--- config.mk ---
export PLATFORM = sky130hd
export DESIGN_NAME = gp_timer_aux_core_modes
export DESIGN_NICKNAME = d
export VERILOG_FILES = /design/src/logic/timer_pkg.sv /design/src/logic/aux_unit.sv /design/src/logic/gp_timer_aux_core_modes.sv
export SDC_FILE = /design/constraint.sdc
export NUM_CORES = 1
export LEC_CHECK = 0
export ABC_AREA = 1
export BUFFER_PORTS_ARGS = -buffer_cell sky130_fd_sc_hd__buf_4
export CORE_ASPECT_RATIO = 0.5
export CORE_UTILIZATION = 23
export DETAILED_ROUTE_END_ITERATION = 10
export RECOVER_POWER = 100
export SYNTH_ARGS = -nofsm -noshare
export SYNTH_HDL_FRONTEND = slang
export SYNTH_HIERARCHICAL = 1
export SYNTH_SLANG_ARGS = --single-unit
--- constraint.sdc ---
create_clock -name aclk -period 3.5 [get_ports aclk]
set_input_delay 0.35 -clock aclk [delete_from_list [all_inputs] [get_ports aclk]]
set_output_delay 0.35 -clock aclk [all_outputs]
set_load 0.005 [all_outputs]
--- src/logic/timer_pkg.sv ---
package timer_pkg;

  // Register byte offsets
  localparam logic [7:0] OFF_CORE_A  = 8'h00;
  localparam logic [7:0] OFF_AUX_A1  = 8'h04;
  localparam logic [7:0] OFF_AUX_A2  = 8'h08;
  localparam logic [7:0] OFF_CTRL_A  = 8'h0c;
  localparam logic [7:0] OFF_CFG_A1  = 8'h10;
  localparam logic [7:0] OFF_CFG_A2  = 8'h14;
  localparam logic [7:0] OFF_FLAGS   = 8'h18;
  localparam logic [7:0] OFF_CORE_B  = 8'h1c;
  localparam logic [7:0] OFF_AUX_B   = 8'h20;
  localparam logic [7:0] OFF_CAPTURE_RELOAD_REG  = 8'h24;
  localparam logic [7:0] OFF_CTRL_B  = 8'h28;
  localparam logic [7:0] OFF_CFG_B   = 8'h2c;

  // Core control fields (both cores)
  localparam int CTL_PRE_LSB  = 0;
  localparam int CTL_MODE_LSB = 3;
  localparam int CTL_RUN      = 6;
  localparam int CTL_DIR      = 7;
  localparam int CTL_DIR_EN   = 8;
  localparam int CTL_LATCH    = 9;
  localparam int CTL_OE       = 10;
  localparam int CTL_CAP_EN   = 11;
  localparam int CTL_CAP_CLR  = 12;

  // Flag bit positions
  localparam int FLG_CORE_A = 0;
  localparam int FLG_AUX_A1 = 1;
  localparam int FLG_AUX_A2 = 2;
  localparam int FLG_CORE_B = 3;
  localparam int FLG_AUX_B  = 4;

  localparam logic [15:0] RST_VAL   = 16'h0000;
  localparam logic [15:0] CNT_MAX   = 16'hffff;
  localparam logic [9:0]  PRE_BASE  = 10'h004;
  localparam logic [1:0]  RESP_OK   = 2'h0;
  localparam logic [1:0]  RESP_ERR  = 2'h2;

  typedef enum logic [2:0] {
    MODE_TIMER   = 3'h0,
    MODE_COUNTER = 3'h1,
    MODE_RELOAD  = 3'h4,
    MODE_CAPTURE = 3'h5
  } mode_e;

  // Low byte of an auxiliary config register
  typedef struct packed {
    logic       dir;
    logic       run;
    logic [2:0] mode;
    logic [2:0] isel;
  } aux_cfg_s;

  typedef struct packed {
    logic rise;
    logic fall;
  } edge_s;

  // Divider mask for a period of 4 * 2^k clocks
  function automatic logic [9:0] pre_mask(input logic [2:0] k);
    pre_mask = (PRE_BASE << k) - 10'h001;
  endfunction

endpackage

--- src/logic/aux_unit.sv ---
`timescale 1ns/1ps
module aux_unit (
  input  wire logic               aclk,    // Clock
  input  wire logic               aresetn, // Sync reset, low
  input  timer_pkg::aux_cfg_s     cfg,     // Mode, run, dir, select
  input  timer_pkg::edge_s        ext,     // External input edges
  input  timer_pkg::edge_s        otl,     // Latch edges from overflow
  input  wire logic [9:0]         div,     // Shared prescale divider
  input  wire logic               wr_en,   // Software load
  input  wire logic               clr,     // Clear request
  input  wire logic [15:0]        wr_val,  // Software value
  input  wire logic [15:0]        cap_val, // Core value to capture
  output logic      [15:0]        value,   // Timer contents
  output logic                    trig,    // Reload or capture event
  output logic                    irq_set  // Flag set request
);
  timer_pkg::edge_s src;
  logic             src_ev;
  logic             cap_ev;
  logic             tick;
  logic             cnt;
  logic             wrap;

  always_comb begin
    src    = cfg.isel[2] ? otl : ext;
    src_ev = (cfg.isel[0] & src.rise) | (cfg.isel[1] & src.fall);
    cap_ev = (cfg.isel[0] & ext.rise) | (cfg.isel[1] & ext.fall);
    tick   = &(div | ~timer_pkg::pre_mask(cfg.isel));
    case (cfg.mode)
      timer_pkg::MODE_RELOAD:  trig = src_ev;
      timer_pkg::MODE_CAPTURE: trig = cap_ev;
      default:                 trig = 1'b0;
    endcase
    case (cfg.mode)
      timer_pkg::MODE_TIMER:   cnt = cfg.run & tick;
      timer_pkg::MODE_COUNTER: cnt = cfg.run & src_ev;
      default:                 cnt = 1'b0;
    endcase
    wrap    = cnt & (cfg.dir ? value == timer_pkg::RST_VAL : value == timer_pkg::CNT_MAX);
    irq_set = trig | wrap;
  end

  always_ff @(posedge aclk) begin
    if (!aresetn) begin
      value <= timer_pkg::RST_VAL;
    end else if (clr) begin
      value <= timer_pkg::RST_VAL;
    end else if (wr_en) begin
      value <= wr_val;
    end else if (cfg.mode == timer_pkg::MODE_CAPTURE && trig) begin
      value <= cap_val;
    end else if (cnt) begin
      value <= cfg.dir ? value - 16'h0001 : value + 16'h0001;
    end
  end
endmodule // aux_unit

--- src/logic/gp_timer_aux_core_modes.sv ---
// Overview of operation
// - Both latch edges: aux counts every wrap
// - Single latch edge: aux counts every second
// - Mode 100 reloads core from aux
// - Reload trigger uses counter edge select
// - Reload mode stops aux counting
// - Reload loads core, sets aux flag
// - Latch-triggered reload also sets core flag
// - Software latch writes trigger nothing
// - Both edges reload each wrap, single alternate
// - Rise and fall aux alternate reloads
// - Latch reaches output only when enabled
// - Same trigger: second aux wins
// - Mode 101 captures core on input edge
// - Capture uses low two select bits
// - Capture mode stops aux counting
// - Capture sets aux flag with store
// - Core A inputs capture aux B
// - Core B runs while run bit set in timer mode
// - Core B direction bit, anytime change
// - Core B wrap toggles latch, overflow line
// - Core B timer mode prescaled clock
// - Edge select encoding of aux inputs
//
// Register access over AXI4-Lite and the register addresses are this design's own decisions.
`timescale 1ns/1ps
module gp_timer_aux_core_modes (
  input  wire logic        aclk,                   // Clock, 50 MHz
  input  wire logic        aresetn,                // Sync reset, low
  input  wire logic        awvalid,                // AXI write address
  output logic             awready,                // AXI
  input  wire logic [7:0]  awaddr,                 // AXI
  input  wire logic        wvalid,                 // AXI write data
  output logic             wready,                 // AXI
  input  wire logic [31:0] wdata,                  // AXI
  input  wire logic [3:0]  wstrb,                  // AXI
  output logic             bvalid,                 // AXI write response
  input  wire logic        bready,                 // AXI
  output logic [1:0]       bresp,                  // AXI
  input  wire logic        arvalid,                // AXI read address
  output logic             arready,                // AXI
  input  wire logic [7:0]  araddr,                 // AXI
  output logic             rvalid,                 // AXI read data
  input  wire logic        rready,                 // AXI
  output logic [31:0]      rdata,                  // AXI
  output logic [1:0]       rresp,                  // AXI
  input  wire logic        aux_a1_input_line,      // Aux A1 trigger pin
  input  wire logic        aux_a2_input_line,      // Aux A2 trigger pin
  input  wire logic        core_a_count_input,     // Capture trigger pin
  input  wire logic        core_a_direction_input, // Capture trigger pin
  output logic             core_a_output_line,     // Gated toggle latch
  output logic             core_b_overflow_line    // Wrap pulse of core B
);
  logic [15:0] core_timer_a;
  logic [15:0] core_timer_b;
  logic [15:0] capture_reload_reg;
  logic [12:0] ctrl_a_reg;
  logic [12:0] ctrl_b_reg;
  logic [7:0]  cfg_reg [3];
  logic [4:0]  flags_reg;
  logic        core_a_toggle_latch;
  logic        core_b_toggle_latch;
  logic [9:0]  div_reg;
  logic [3:0]  pin_reg;
  logic [7:0]  aw_addr_reg;
  logic [7:0]  ar_addr_hold;
  logic [31:0] w_data_reg;
  logic [3:0]  w_strb_reg;

  logic        wr_fire;
  logic [31:0] wr_val;
  logic [32:0] wr_old;
  logic [32:0] rd_word;
  logic [4:0]  flag_set;
  logic [15:0] aux_val [3];
  logic [2:0]  aux_trig;
  logic [2:0]  aux_irq;
  logic [2:0]  aux_wr;
  logic        tick_a;
  logic        tick_b;
  logic        cnt_a;
  logic        cnt_b;
  logic        ovf_a;
  logic        ovf_b;
  logic        rl1;
  logic        rl2;
  logic        rl_otl;
  logic        cap_b;
  timer_pkg::edge_s otl_a_ev;
  timer_pkg::edge_s otl_b_ev;
  timer_pkg::edge_s ext_ev [3];

  // Register read mux, bit 32 marks a mapped address
  function automatic logic [32:0] reg_read(input logic [7:0] a);
    case (a)
      timer_pkg::OFF_CORE_A: reg_read = {1'b1, 16'h0000, core_timer_a};
      timer_pkg::OFF_AUX_A1: reg_read = {1'b1, 16'h0000, aux_val[0]};
      timer_pkg::OFF_AUX_A2: reg_read = {1'b1, 16'h0000, aux_val[1]};
      timer_pkg::OFF_CTRL_A: reg_read = {1'b1, 19'h00000, ctrl_a_reg[12:10], core_a_toggle_latch,
                                         ctrl_a_reg[8:0]};
      timer_pkg::OFF_CFG_A1: reg_read = {1'b1, 24'h000000, cfg_reg[0]};
      timer_pkg::OFF_CFG_A2: reg_read = {1'b1, 24'h000000, cfg_reg[1]};
      timer_pkg::OFF_FLAGS:  reg_read = {1'b1, 27'h0000000, flags_reg};
      timer_pkg::OFF_CORE_B: reg_read = {1'b1, 16'h0000, core_timer_b};
      timer_pkg::OFF_AUX_B:  reg_read = {1'b1, 16'h0000, aux_val[2]};
      timer_pkg::OFF_CAPTURE_RELOAD_REG: reg_read = {1'b1, 16'h0000, capture_reload_reg};
      timer_pkg::OFF_CTRL_B: reg_read = {1'b1, 19'h00000, ctrl_b_reg[12:10], core_b_toggle_latch,
                                         ctrl_b_reg[8:0]};
      timer_pkg::OFF_CFG_B:  reg_read = {1'b1, 24'h000000, cfg_reg[2]};
      default:               reg_read = {1'b0, 32'h00000000};
    endcase
  endfunction

  always_comb begin
    wr_fire = !awready && !wready && !bvalid;
    wr_old  = reg_read(aw_addr_reg);
    rd_word = reg_read(araddr);
    for (int i = 0; i < 4; i++) begin
      wr_val[i*8 +: 8] = w_strb_reg[i] ? w_data_reg[i*8 +: 8] : wr_old[i*8 +: 8];
    end
  end

  // Write address and data are taken in either order
  always_ff @(posedge aclk) begin
    if (!aresetn) begin
      awready     <= 1'b1;
      wready      <= 1'b1;
      bvalid      <= 1'b0;
      bresp       <= timer_pkg::RESP_OK;
      aw_addr_reg <= 8'h00;
      w_data_reg  <= 32'h00000000;
      w_strb_reg  <= 4'h0;
    end else begin
      if (awvalid && awready) begin
        awready     <= 1'b0;
        aw_addr_reg <= awaddr;
      end
      if (wvalid && wready) begin
        wready     <= 1'b0;
        w_data_reg <= wdata;
        w_strb_reg <= wstrb;
      end
      if (wr_fire) begin
        bvalid <= 1'b1;
        bresp  <= wr_old[32] ? timer_pkg::RESP_OK : timer_pkg::RESP_ERR;
      end
      if (bvalid && bready) begin
        bvalid  <= 1'b0;
        awready <= 1'b1;
        wready  <= 1'b1;
      end
    end
  end

  always_ff @(posedge aclk) begin
    if (!aresetn) begin
      arready      <= 1'b1;
      rvalid       <= 1'b0;
      rdata        <= 32'h00000000;
      rresp        <= timer_pkg::RESP_OK;
      ar_addr_hold <= 8'h00;
    end else if (arvalid && arready) begin
      arready      <= 1'b0;
      rvalid       <= 1'b1;
      ar_addr_hold <= araddr;
      rdata        <= rd_word[31:0];
      rresp        <= rd_word[32] ? timer_pkg::RESP_OK : timer_pkg::RESP_ERR;
    end else if (rvalid && rready) begin
      rvalid  <= 1'b0;
      arready <= 1'b1;
    end
  end

  // Control registers; latch bits are held apart
  always_ff @(posedge aclk) begin
    if (!aresetn) begin
      ctrl_a_reg <= 13'h0000;
      ctrl_b_reg <= 13'h0000;
      for (int i = 0; i < 3; i++) begin
        cfg_reg[i] <= 8'h00;
      end
    end else if (wr_fire) begin
      case (aw_addr_reg)
        timer_pkg::OFF_CTRL_A: ctrl_a_reg <= wr_val[12:0];
        timer_pkg::OFF_CTRL_B: ctrl_b_reg <= wr_val[12:0];
        timer_pkg::OFF_CFG_A1: cfg_reg[0] <= wr_val[7:0];
        timer_pkg::OFF_CFG_A2: cfg_reg[1] <= wr_val[7:0];
        timer_pkg::OFF_CFG_B:  cfg_reg[2] <= wr_val[7:0];
        default: ;
      endcase
    end
  end

  // Free divider shared by all prescalers
  always_ff @(posedge aclk) begin
    if (!aresetn) begin
      div_reg <= 10'h000;
      pin_reg <= 4'h0;
    end else begin
      div_reg <= div_reg + 10'h001;
      pin_reg <= {core_a_direction_input, core_a_count_input, aux_a2_input_line, aux_a1_input_line};
    end
  end

  always_comb begin
    tick_a = &(div_reg | ~timer_pkg::pre_mask(ctrl_a_reg[timer_pkg::CTL_PRE_LSB +: 3]));
    tick_b = &(div_reg | ~timer_pkg::pre_mask(ctrl_b_reg[timer_pkg::CTL_PRE_LSB +: 3]));
    cnt_a  = ctrl_a_reg[timer_pkg::CTL_RUN] && tick_a;
    cnt_b  = ctrl_b_reg[timer_pkg::CTL_RUN] && tick_b
             && ctrl_b_reg[timer_pkg::CTL_MODE_LSB +: 3] == timer_pkg::MODE_TIMER;
    ovf_a  = cnt_a && (ctrl_a_reg[timer_pkg::CTL_DIR] ? core_timer_a == timer_pkg::RST_VAL
                                                      : core_timer_a == timer_pkg::CNT_MAX);
    ovf_b  = cnt_b && (ctrl_b_reg[timer_pkg::CTL_DIR] ? core_timer_b == timer_pkg::RST_VAL
                                                      : core_timer_b == timer_pkg::CNT_MAX);
    otl_a_ev = '{rise: ovf_a && !core_a_toggle_latch, fall: ovf_a && core_a_toggle_latch};
    otl_b_ev = '{rise: ovf_b && !core_b_toggle_latch, fall: ovf_b && core_b_toggle_latch};
    ext_ev[0] = '{rise: aux_a1_input_line && !pin_reg[0], fall: !aux_a1_input_line && pin_reg[0]};
    ext_ev[1] = '{rise: aux_a2_input_line && !pin_reg[1], fall: !aux_a2_input_line && pin_reg[1]};
    ext_ev[2] = '{rise: 1'b0, fall: 1'b0};
    // any transition on either core A input
    cap_b = ctrl_b_reg[timer_pkg::CTL_CAP_EN]
            && ((core_a_count_input ^ pin_reg[2]) || (core_a_direction_input ^ pin_reg[3]));
    rl1 = aux_trig[0] && cfg_reg[0][5:3] == timer_pkg::MODE_RELOAD;
    rl2 = aux_trig[1] && cfg_reg[1][5:3] == timer_pkg::MODE_RELOAD;
    rl_otl = (rl1 && cfg_reg[0][2]) || (rl2 && cfg_reg[1][2]);
    aux_wr[0] = wr_fire && aw_addr_reg == timer_pkg::OFF_AUX_A1;
    aux_wr[1] = wr_fire && aw_addr_reg == timer_pkg::OFF_AUX_A2;
    aux_wr[2] = wr_fire && aw_addr_reg == timer_pkg::OFF_AUX_B;
  end

  for (genvar g = 0; g < 3; g++) begin : g_aux
    aux_unit u_aux (
      .aclk    (aclk),
      .aresetn (aresetn),
      .cfg     (timer_pkg::aux_cfg_s'(cfg_reg[g])),
      .ext     (ext_ev[g]),
      .otl     (g == 2 ? otl_b_ev : otl_a_ev),
      .div     (div_reg),
      .wr_en   (aux_wr[g]),
      .clr     (g == 2 && cap_b && ctrl_b_reg[timer_pkg::CTL_CAP_CLR] && !aux_wr[g]),
      .wr_val  (wr_val[15:0]),
      .cap_val (core_timer_a),
      .value   (aux_val[g]),
      .trig    (aux_trig[g]),
      .irq_set (aux_irq[g])
    );
  end

  // core A reload, software write first
  always_ff @(posedge aclk) begin
    if (!aresetn) begin
      core_timer_a <= timer_pkg::RST_VAL;
    end else if (wr_fire && aw_addr_reg == timer_pkg::OFF_CORE_A) begin
      core_timer_a <= wr_val[15:0];
    end else if (rl2) begin
      core_timer_a <= aux_val[1];
    end else if (rl1) begin
      core_timer_a <= aux_val[0];
    end else if (cnt_a) begin
      core_timer_a <= ctrl_a_reg[timer_pkg::CTL_DIR] ? core_timer_a - 16'h0001 : core_timer_a + 16'h0001;
    end
  end

  always_ff @(posedge aclk) begin
    if (!aresetn) begin
      core_timer_b <= timer_pkg::RST_VAL;
    end else if (wr_fire && aw_addr_reg == timer_pkg::OFF_CORE_B) begin
      core_timer_b <= wr_val[15:0];
    end else if (cnt_b) begin
      core_timer_b <= ctrl_b_reg[timer_pkg::CTL_DIR] ? core_timer_b - 16'h0001 : core_timer_b + 16'h0001;
    end
  end

  // latch toggles on wrap, software may set
  always_ff @(posedge aclk) begin
    if (!aresetn) begin
      core_a_toggle_latch <= 1'b0;
      core_b_toggle_latch <= 1'b0;
    end else begin
      if (wr_fire && aw_addr_reg == timer_pkg::OFF_CTRL_A) begin
        core_a_toggle_latch <= wr_val[timer_pkg::CTL_LATCH];
      end else if (ovf_a) begin
        core_a_toggle_latch <= !core_a_toggle_latch;
      end
      if (wr_fire && aw_addr_reg == timer_pkg::OFF_CTRL_B) begin
        core_b_toggle_latch <= wr_val[timer_pkg::CTL_LATCH];
      end else if (ovf_b) begin
        core_b_toggle_latch <= !core_b_toggle_latch;
      end
    end
  end

  always_ff @(posedge aclk) begin
    if (!aresetn) begin
      capture_reload_reg <= timer_pkg::RST_VAL;
    end else if (wr_fire && aw_addr_reg == timer_pkg::OFF_CAPTURE_RELOAD_REG) begin
      capture_reload_reg <= wr_val[15:0];
    end else if (cap_b) begin
      capture_reload_reg <= aux_val[2];
    end
  end

  always_ff @(posedge aclk) begin
    if (!aresetn) begin
      core_a_output_line   <= 1'b0;
      core_b_overflow_line <= 1'b0;
    end else begin
      core_a_output_line   <= ctrl_a_reg[timer_pkg::CTL_OE] && core_a_toggle_latch;
      core_b_overflow_line <= ovf_b;
    end
  end

  always_comb begin
    flag_set = '0;
    flag_set[timer_pkg::FLG_CORE_A] = ovf_a || rl_otl;
    flag_set[timer_pkg::FLG_AUX_A1] = aux_irq[0];
    flag_set[timer_pkg::FLG_AUX_A2] = aux_irq[1];
    flag_set[timer_pkg::FLG_CORE_B] = ovf_b;
    flag_set[timer_pkg::FLG_AUX_B]  = aux_irq[2];
  end

  // Write one clears; a same-cycle event still sets
  always_ff @(posedge aclk) begin
    if (!aresetn) begin
      flags_reg <= 5'h00;
    end else if (wr_fire && aw_addr_reg == timer_pkg::OFF_FLAGS) begin
      flags_reg <= (flags_reg & ~wr_val[4:0]) | flag_set;
    end else begin
      flags_reg <= flags_reg | flag_set;
    end
  end
endmodule // gp_timer_aux_core_modes

# Word-level counts from Yosys, hierarchy flattened

Memory sizes are Yosys's and may differ from the RTL's.
Cells that the tools add are included.
Widths: inputs -> output; s select.

Add/subtract/negate cells: 16
Equal/unequal tests: 36
Shifts and indexed selects: 5
Multiplexer cells: 67
Bitwise gates (word level): 47
Reductions and logical operators: 82

Operator list:

| operator              | number |
|---|---|
| $pmux 33 s12          | 2 |
| $mux 16               | 22 |
| $add 16x1->16 const B | 5 |
| $eq 16x16->1 const B  | 5 |
| $logic_not 16->1      | 5 |
| $sub 16x1->16 const B | 5 |
| $eq 8x5->1 const B    | 8 |
| $eq 8x6->1 const B    | 8 |
| $not 10->10           | 5 |
| $or 10x10->10         | 5 |
| $reduce_and 10->1     | 5 |
| $shl 3x3->10 const A  | 5 |
| $sub 10x1->10 const B | 5 |
| $logic_and 1x1->1     | 40 |
| $mux 8                | 5 |
| $eq 8x4->1 const B    | 4 |
| $mux 1                | 27 |
| $and 1x1->1           | 19 |
| $eq 3x3->1 const B    | 6 |
| $eq 8x3->1 const B    | 2 |
| $logic_not 8->1       | 2 |
| $logic_not 3->1       | 4 |
| $or 1x1->1            | 11 |
| $add 10x1->10 const B | 1 |
| other kinds (16)      | 47 |

Bits in registers: 212
Memory bits (writable): 24
Input port bits: 63
Output and inout port bits: 43
Logic and storage cells: 280
Memories: 1

Memory list:

| memory  | depth | bits a word | read ports | clocked after Yosys merged registers in | wr ports | RTL line                      | RTL |
|---|---|---|---|---|---|---|---|
| cfg_reg | 3     | 8           | 3          | 0                                       | 3        | gp_timer_aux_core_modes.sv:59 | `logic [7:0] cfg_reg [3];` |

# Longest topological paths before layout

Gate-level depths: netlist (run 1).

Word-level depth: 18
Mapped depth: 28
Depth with buffers taken out: 26

# By module

The synthesis (run 1) kept the hierarchy.

Modules (own cells, without submodules):

| module                  | times used | cells each | area each (µm²) | sequential area each (µm²) |
|---|---|---|---|---|
| gp_timer_aux_core_modes | 1          | 1,941      | 11,928.9        | 3,603.5 |
| aux_unit                | 3          | 462        | 2,546.2         | 320.3 |

# Worst setup path after synthesis (run 1)

OpenSTA, ideal clock, no wires.

Path kind: reg-to-reg
Start point: register ctrl_a_reg[2]
End point: register core_timer_a[0]
Setup time: 0.120 ns
Arrival time: 2.953 ns
Data required time: 3.380 ns
Path slack: 0.428 ns
Stages on the path, launching flop included: 26
Path buffers: 3
Clock period less this slack: 3.072 ns
Path through: dfxtp_1 clkbuf_2 inv_1 nand3_1 ha_1 nor2_1 nor2_1 nand3_1 a21oi_1 nand3_1 inv_1 nand2_1 nor2_1 nand3_1 nand2_1 a21oi_2 nor2_1 nor2_1 inv_1 nand2_1 nor3_1 clkbuf_1 buf_2 a21oi_1 a21oi_1 a21oi_1

RTL lines:

| what                   | RTL line                       | RTL |
|---|---|---|
| start, declared        | gp_timer_aux_core_modes.sv:57  | `logic [12:0] ctrl_a_reg;` |
| start signal, assigned | gp_timer_aux_core_modes.sv:184 | `timer_pkg::OFF_CTRL_A: ctrl_a_reg <= wr_val[12:0];` |
| end signal, assigned   | gp_timer_aux_core_modes.sv:252 | `core_timer_a <= timer_pkg::RST_VAL;` |
| end signal, assigned   | gp_timer_aux_core_modes.sv:254 | `core_timer_a <= wr_val[15:0];` |
| end signal, assigned   | gp_timer_aux_core_modes.sv:256 | `core_timer_a <= aux_val[1];` |
| end, declared          | gp_timer_aux_core_modes.sv:54  | `logic [15:0] core_timer_a;` |

# Final worst setup path (run 1)

Start point: register aw_addr_reg[7]
End point: register g_aux[1].u_aux.value[5]

Word-level cells in the longest chain between the ends: 4
Elaborated cells on any way between the ends: 17
Those cells by class: eq/ne (11); mux (3); reduce/logical (3)

Ends and longest elaborated chain:

| what                               | RTL line                       | RTL |
|---|---|---|
| start, declared                    | gp_timer_aux_core_modes.sv:65  | `logic [7:0] aw_addr_reg;` |
| start signal, assigned             | gp_timer_aux_core_modes.sv:136 | `aw_addr_reg <= awaddr;` |
| $eq 8x6->1 (tied with other cells) | gp_timer_aux_core_modes.sv:95  | `case (a)` |
| $pmux 33 s12 (*)                   | gp_timer_aux_core_modes.sv:95  |  |
| $mux 8 (*)                         | gp_timer_aux_core_modes.sv:119 | `wr_val[i*8 +: 8] = w_strb_reg[i] ? w_data_reg[i*8 +: 8] : wr_old[i*8 +: 8];` |
| via wr_val[5]                      | gp_timer_aux_core_modes.sv:71  | `logic [31:0] wr_val;` |
| $mux 16 (*)                        | aux_unit.sv:48                 | `end else if (wr_en) begin` |
| end signal, assigned               | aux_unit.sv:47                 | `value <= timer_pkg::RST_VAL;` |
| end signal, assigned               | aux_unit.sv:49                 | `value <= wr_val;` |
| end signal, assigned               | aux_unit.sv:51                 | `value <= cap_val;` |
| end, declared                      | aux_unit.sv:13                 | `output logic [15:0] value,` |

The timed path passes the listed nets; every way through them passes the cells marked *.
A chain may end at the register's enable or synchronous reset.

==> results by group, run 1 <==
Status
  • Outcome: complete, but fails checks
  • Failing checks: capacitance limit, slew limit

Route
  • Final wirelength: 83060 um
  • Via count: 22101
  • Drt first-iter violations: 2502
  • 1st-pass router iterations: 7
  • DRC: 0
  • Routed WL per cell: 18.28 um
  • Met1 wire length: 37060 um
  • Remaining antenna violation count after routing: 0
  • Highest routed metal layer: met4
  • DR WL met2: 35140 um
  • Met3 Wirelength: 8083 um
  • DR vias/cell: 4.865

Logic synthesis
  • Ys Warns: 6
  • Post-synthesis instance total: 3323
  • Synth Cell Area: 19530 um^2
  • Mean Syn Cell Area: 5.877 um^2

Global route
  • Total global-route track usage: 0.1839
  • Largest net degree at the start of global routing: 39
  • Global-route wire length before repair: 122600 um
  • Initial antenna violation count: 2
  • Vias in the first global route: 19768
  • GR Overflow Total: 0

Floorplan
  • Core box area: 83990 um^2
  • Die height: 208.0 um
  • Starting Density: 0.2325
  • Die Wd: 414.1 um
  • FP Rows: 75
  • # IOs: 106
  • Die ar.: 86150 um^2

Clock tree
  • CTS buffer count: 27
  • CTS tree: built
  • CTS Buffer Depth: 3
  • Root Buffer: clkbuf_16
  • CTS H-tree depth: 1
  • Clock slew at reported path FFs: 60 ps
  • Clock sink count: 215
  • Later-pin clock latency in the skew report: 570 ps

Final layout
  • Multi-input logic area: 12160 um^2
  • Nets: 3549
  • Reg area: 4544 um^2
  • Layout area overhead: 14.20%
  • Ant diodes: 0
  • Layout cells sized above 1: 0.09863
  • Max reg flops: 48
  • Fillers: 9408

STA
  • Setup TNS: 0 ps
  • Period utilisation layout: 0.9684
  • Final Hold Viols: 0
  • # setup viols final: 0
  • RSZ-0062 raised after global routing: no
  • Max Fclk: 295.0 MHz
  • Worst slew pin tran: 1749 ps
  • Max Transition Viols Final: 38
  • Slew headroom: -0.1673
  • Clock skew: 14.02 ps
  • Period minus WS final: 3389 ps

Critical path
  • Critical Path Source Type: register
  • Type of destination of the critical path: register
  • Crit Path Max Fanout: 9
  • WP data arrival: 3900 ps
  • CP Class: reg -> reg
  • Worst setup path startpoint: aw_addr_reg[7]
  • CP required: 4020 ps
  • RR Startpoint: aw_addr_reg[7]

Place
  • I/O Buffers: 69
  • Placer Congestion: 0.9774
  • Dpl hpwl: 63630 um

Min path
  • Hold_sp: aux_a2_input_line
  • Hold WC Path Type: in -> reg

Power
  • Lkg Pwr: 11.00 nW
  • Logic pwr share: 0.129
  • Peak VDD IR: 324.1 uV
  • Pwr Total: 0.006708 W
  • Pwr dens: 300.8 nW/um^2
  • Sequential share of power: 0.395
  • Switching pwr: 0.001993 W
  • Sw Share: 0.2971
  • Clk pwr share: 0.476
  • Int Pwr: 0.004715 W

Job
  • MaxCap Viol Count: 1
per-layer routing:
layer,vias to the layer above,global-route usage
li1,10779,-
met1,10109,0.2601
met2,1061,0.2826
met3,152,0.02941
met4,0,0.06102
met5,-,0
timing repair:
item                                    in CTS  in global routing
setup buffers                                0                  3
hold buffers                                 3                  0
endpoints found under the hold margin        3                  0
resized for setup                            0                  6
endpoints found under the setup margin       0                 14
power by group through the flow:
stage	combinational [W]	sequential, W	clock, W
after floorplan	0.000570	0.00266	0
after global placement	0.000840	0.00270	0
after detailed placement	0.000848	0.00270	0
after global routing	0.000934	0.00265	0.00331
final	0.000864	0.00265	0.00319
after CTS	0.000855	0.00265	0.00322
cell usage in the layout, fill, tap and decap left out, drive strengths merged, types with 4 or more instances in the layout:
| master | n |
|---|---|
| a21boi | 7 |
| a21oi | 203 |
| a22oi | 6 |
| and2 | 8 |
| buf | 121 |
| bufinv | 4 |
| clkbuf | 69 |
| clkinv | 12 |
| clkinvlp | 4 |
| conb | 22 |
| dfxtp | 191 |
| edfxtp | 24 |
| fa | 5 |
| ha | 75 |
| inv | 529 |
| mux2i | 7 |
| nand2 | 1012 |
| nand3 | 331 |
| nand3b | 8 |
| nand4 | 81 |
| nor2 | 339 |
| nor3 | 38 |
| nor4 | 13 |
| o211ai | 5 |
| o21ai | 228 |
| o21bai | 6 |
| o22ai | 19 |
| or2 | 18 |
| xnor2 | 13 |
| xor2 | 11 |
final timing paths:
path / end / slack (ps) / cells past startpoint
max: g_aux[1].u_aux/value[5] / 110 / 13
min: pin_reg[1] / 20 / 3
max reg2reg: g_aux[1].u_aux/value[5] / 110 / 13
min reg2reg: rdata[4] / 460 / 2
area by class of cell:
type                            instances  area share
Clock buffer                           37     0.03607
Tap cell                             1116     0.06261
Multi-Input combinational cell       2470      0.5452
Clock inverter                         13    0.008359
Sequential cell                       215      0.2038
Inverter                              536     0.09077
Timing Repair Buffer                  156     0.05318
worst max-delay path, cell delays in order (launching register included):
cell and delay (ps):
dfxtp_1 310, nor2_1 180, nand2_1 260, nor2_1 850, nand2_1 120, nand2_1 110, nor2_1 50, nand3_1 180
nand2_1 120, nand2_1 640, o21ai_0 240, nand2_2 110, nand2_1 70, nor2_2 80
stage by stage:
stage | instance area [um^2] | setup WS, ps | cells | utilization | hold slack, ps
after floorplan | 19610 | 427.9 | 3344 | - | 447.6
after global routing | 22300 | 2.490 | 4543 | 0.2655 | 19.79
final | 22300 | 110.7 | 4543 | 0.2655 | 22.72
after global placement | 21310 | 290.9 | 4486 | 0.2538 | 456.8
after CTS | 22330 | 255.5 | 4539 | 0.2659 | 3.291
after detailed placement | 21310 | 277.4 | 4486 | 0.2538 | 460.0
Note: power is estimated with default switching activity, not from simulation.
==> inputs of run 2 (changes only) <==
- ABC_AREA: 1 -> default
==> run 2 against run 1 <==
The run ends with capacitance limit, slew limit, setup timing left. Count of clock-buffer cells in the layout decreased by 1. Sequential share of layout area fell by 0.20 points. Synthesized cell count shrank 28%. Register-to-register slack lost 250 ps. Critical endpoint is now core_timer_a[0]. Largest cell class unchanged.
==> results by group, run 2 <==
Final layout
  • Nets: 2728
  • Layout cells sized above 1: 0.1831
  • Layout area overhead: 24.27%
  • Commonest non-fill, non-tap cell in the layout: nand2_1
  • Commonest non-fill, non-tap cells in the layout: nand2_1, buf_4, a21oi_1
  • Max reg flops: 48
  • Fin cells: 3643

Place
  • I/O Buffers: 69
  • Inst Count DP: 3573
  • Dpl hpwl: 67770 um
  • Placer Congestion: 1.054

STA
  • Final Hold Viols: 0
  • Slew headroom: -2.192
  • # setup viols final: 35
  • Clock skew: 28.78 ps
  • Worst slew pin tran: 4744 ps
  • Setup WS post-layout: -136.1 ps
  • Setup TNS: -2355 ps
  • RSZ-0062 raised after global routing: yes
  • Max Fclk: 275.0 MHz
  • Period minus WS final: 3636 ps
  • Max Transition Viols Final: 88
  • Period utilisation layout: 1.039
  • Final hold slack: 13.65 ps

Job
  • MaxCap Viol Count: 1

Logic synthesis
  • Mean Syn Cell Area: 7.579 um^2
  • Ys Warns: 6
  • Synth Cell Area: 18140 um^2
  • Post-synthesis instance total: 2394

Clock tree
  • CTS tree: built
  • CTS H-tree depth: 1
  • CTS buffer count: 26
  • Root Buffer: clkbuf_16
  • Clock slew at reported path FFs: 70 ps
  • Later-pin clock latency in the skew report: 580 ps
  • Clock sink count: 215
  • CTS Buffer Depth: 3

Min path
  • Hold WC Path Type: in -> reg

Critical path
  • RR Startpoint: ctrl_a_reg[1]
  • Worst r2r dst: core_timer_a[0]
  • Reg2reg setup slack: -140 ps
  • R2r worst-path depth: 19
  • WP data arrival: 4070 ps
  • Type of destination of the critical path: register
  • Crit Path Max Fanout: 7
  • CP required: 3940 ps
  • CP Class: reg -> reg
  • Critical Path Source Type: register
  • Worst setup path startpoint: ctrl_a_reg[1]
  • Worst setup path end: core_timer_a[0]

Global route
  • Total global-route track usage: 0.2116
  • Largest net degree at the start of global routing: 63
  • Vias in the first global route: 19100
  • GR Overflow Total: 0
  • Global-route wire length before repair: 128800 um
  • Initial antenna violation count: 1

Power
  • Peak VDD IR: 320.8 uV
  • Sw Share: 0.3010
  • Pwr dens: 293.6 nW/um^2
  • Sequential share of power: 0.398
  • Int Pwr: 0.004627 W
  • Switching pwr: 0.001992 W
  • Pwr Total: 0.006619 W
  • Logic pwr share: 0.157
  • Lkg Pwr: 8.209 nW
  • Clk pwr share: 0.445

Route
  • Routed WL per cell: 24.45 um
  • Met3 Wirelength: 9236 um
  • DR vias/cell: 5.752
  • DRC: 0
  • 1st-pass router iterations: 6
  • Final wirelength: 89080 um
  • Drt first-iter violations: 2540
  • Highest routed metal layer: met4
  • Remaining antenna violation count after routing: 0
  • Met1 wire length: 37000 um
  • Via count: 20953
  • DR WL met2: 38290 um

Floorplan
  • Die ar.: 80080 um^2
  • FP Rows: 72
  • Starting Density: 0.2336
  • Die Wd: 399.2 um
  • # IOs: 106
  • Die height: 200.6 um
  • Core box area: 77650 um^2

Status
  • Outcome: complete, but fails checks
  • Failing checks: capacitance limit, slew limit, setup timing
[run 2: metal layers]
| layer | up-vias | GRT usage |
|---|---|---|
| met5 | - | 0 |
| met4 | 0 | 0.09487 |
| met3 | 265 | 0.04432 |
| met2 | 1234 | 0.3229 |
| met1 | 10072 | 0.2850 |
| li1 | 9382 | - |
[run 2: critical path, cell delays in order (launching register included)]
cell,delay (ps)
dfxtp_2,310
or3_4,400
ha_4,270
o211ai_1,80
a21o_1,180
a221oi_2,210
and2_4,210
and2_4,140
nor2b_4,160
a22oi_2,90
mux2_4,290
nor3_4,150
nor4bb_4,240
buf_6,180
buf_6,120
buf_4,110
buf_6,100
o211ai_1,70
o221ai_1,70
a311oi_1,110
[run 2: power by group through the flow]
stage / Clock [W] / Combinational, W / Sequential (W)
2_1_floorplan: 0 / 0.000582 / 0.00264
3_3_place_gp: 0 / 0.000989 / 0.00268
3_5_place_dp: 0 / 0.000992 / 0.00268
4_1_cts: 0.00296 / 0.00101 / 0.00263
5_1_grt: 0.00305 / 0.00108 / 0.00264
6_report: 0.00294 / 0.00104 / 0.00264
[run 2: cell type report]
| cell class | count | area, um^2 |
|---|---|---|
| Fill cell | 8329 | 55110 |
| Antenna cell | 2 | 5.005 |
| Clock inverter | 12 | 172.7 |
| Tap cell | 1036 | 1296 |
| Multi-Input combinational cell | 1952 | 12980 |
| Inverter | 71 | 266.5 |
| Clock buffer | 36 | 718.2 |
| Sequential cell | 215 | 4548 |
| Timing Repair Buffer | 319 | 2556 |
[run 2: worst min-delay path by stage]
stage | from | cells after the start | endpoint | slack, ps
floorplan | w_data_reg[14] | 2 | w_data_reg[14] | 430
global placement | rdata[7] | 2 | rdata[7] | 440
detailed placement | w_data_reg[6] | 2 | w_data_reg[6] | 450
CTS | bready | 3 | awready | 3
global route | bready | 3 | awready | 20
finish | bready | 3 | awready | 10
[run 2: timing repair]
action | CTS | global route
hold buffers | 3 | 0
endpoints found under the setup margin | 20 | 59
cloned | 1 | 2
pin swaps | 14 | 34
resized for setup | 24 | 66
setup buffers | 5 | 10
hold endpoints to repair | 3 | 0
[run 2: per-stage QoR]
stage	area (um^2)	utilization	setup slack, ps
floorplan	18370	-	-142.2
global placement	21180	0.2727	-191.1
detailed placement	21180	0.2727	-282.2
CTS	22300	0.2872	-142.2
global route	22540	0.2903	-339.5
finish	22550	0.2903	-136.1
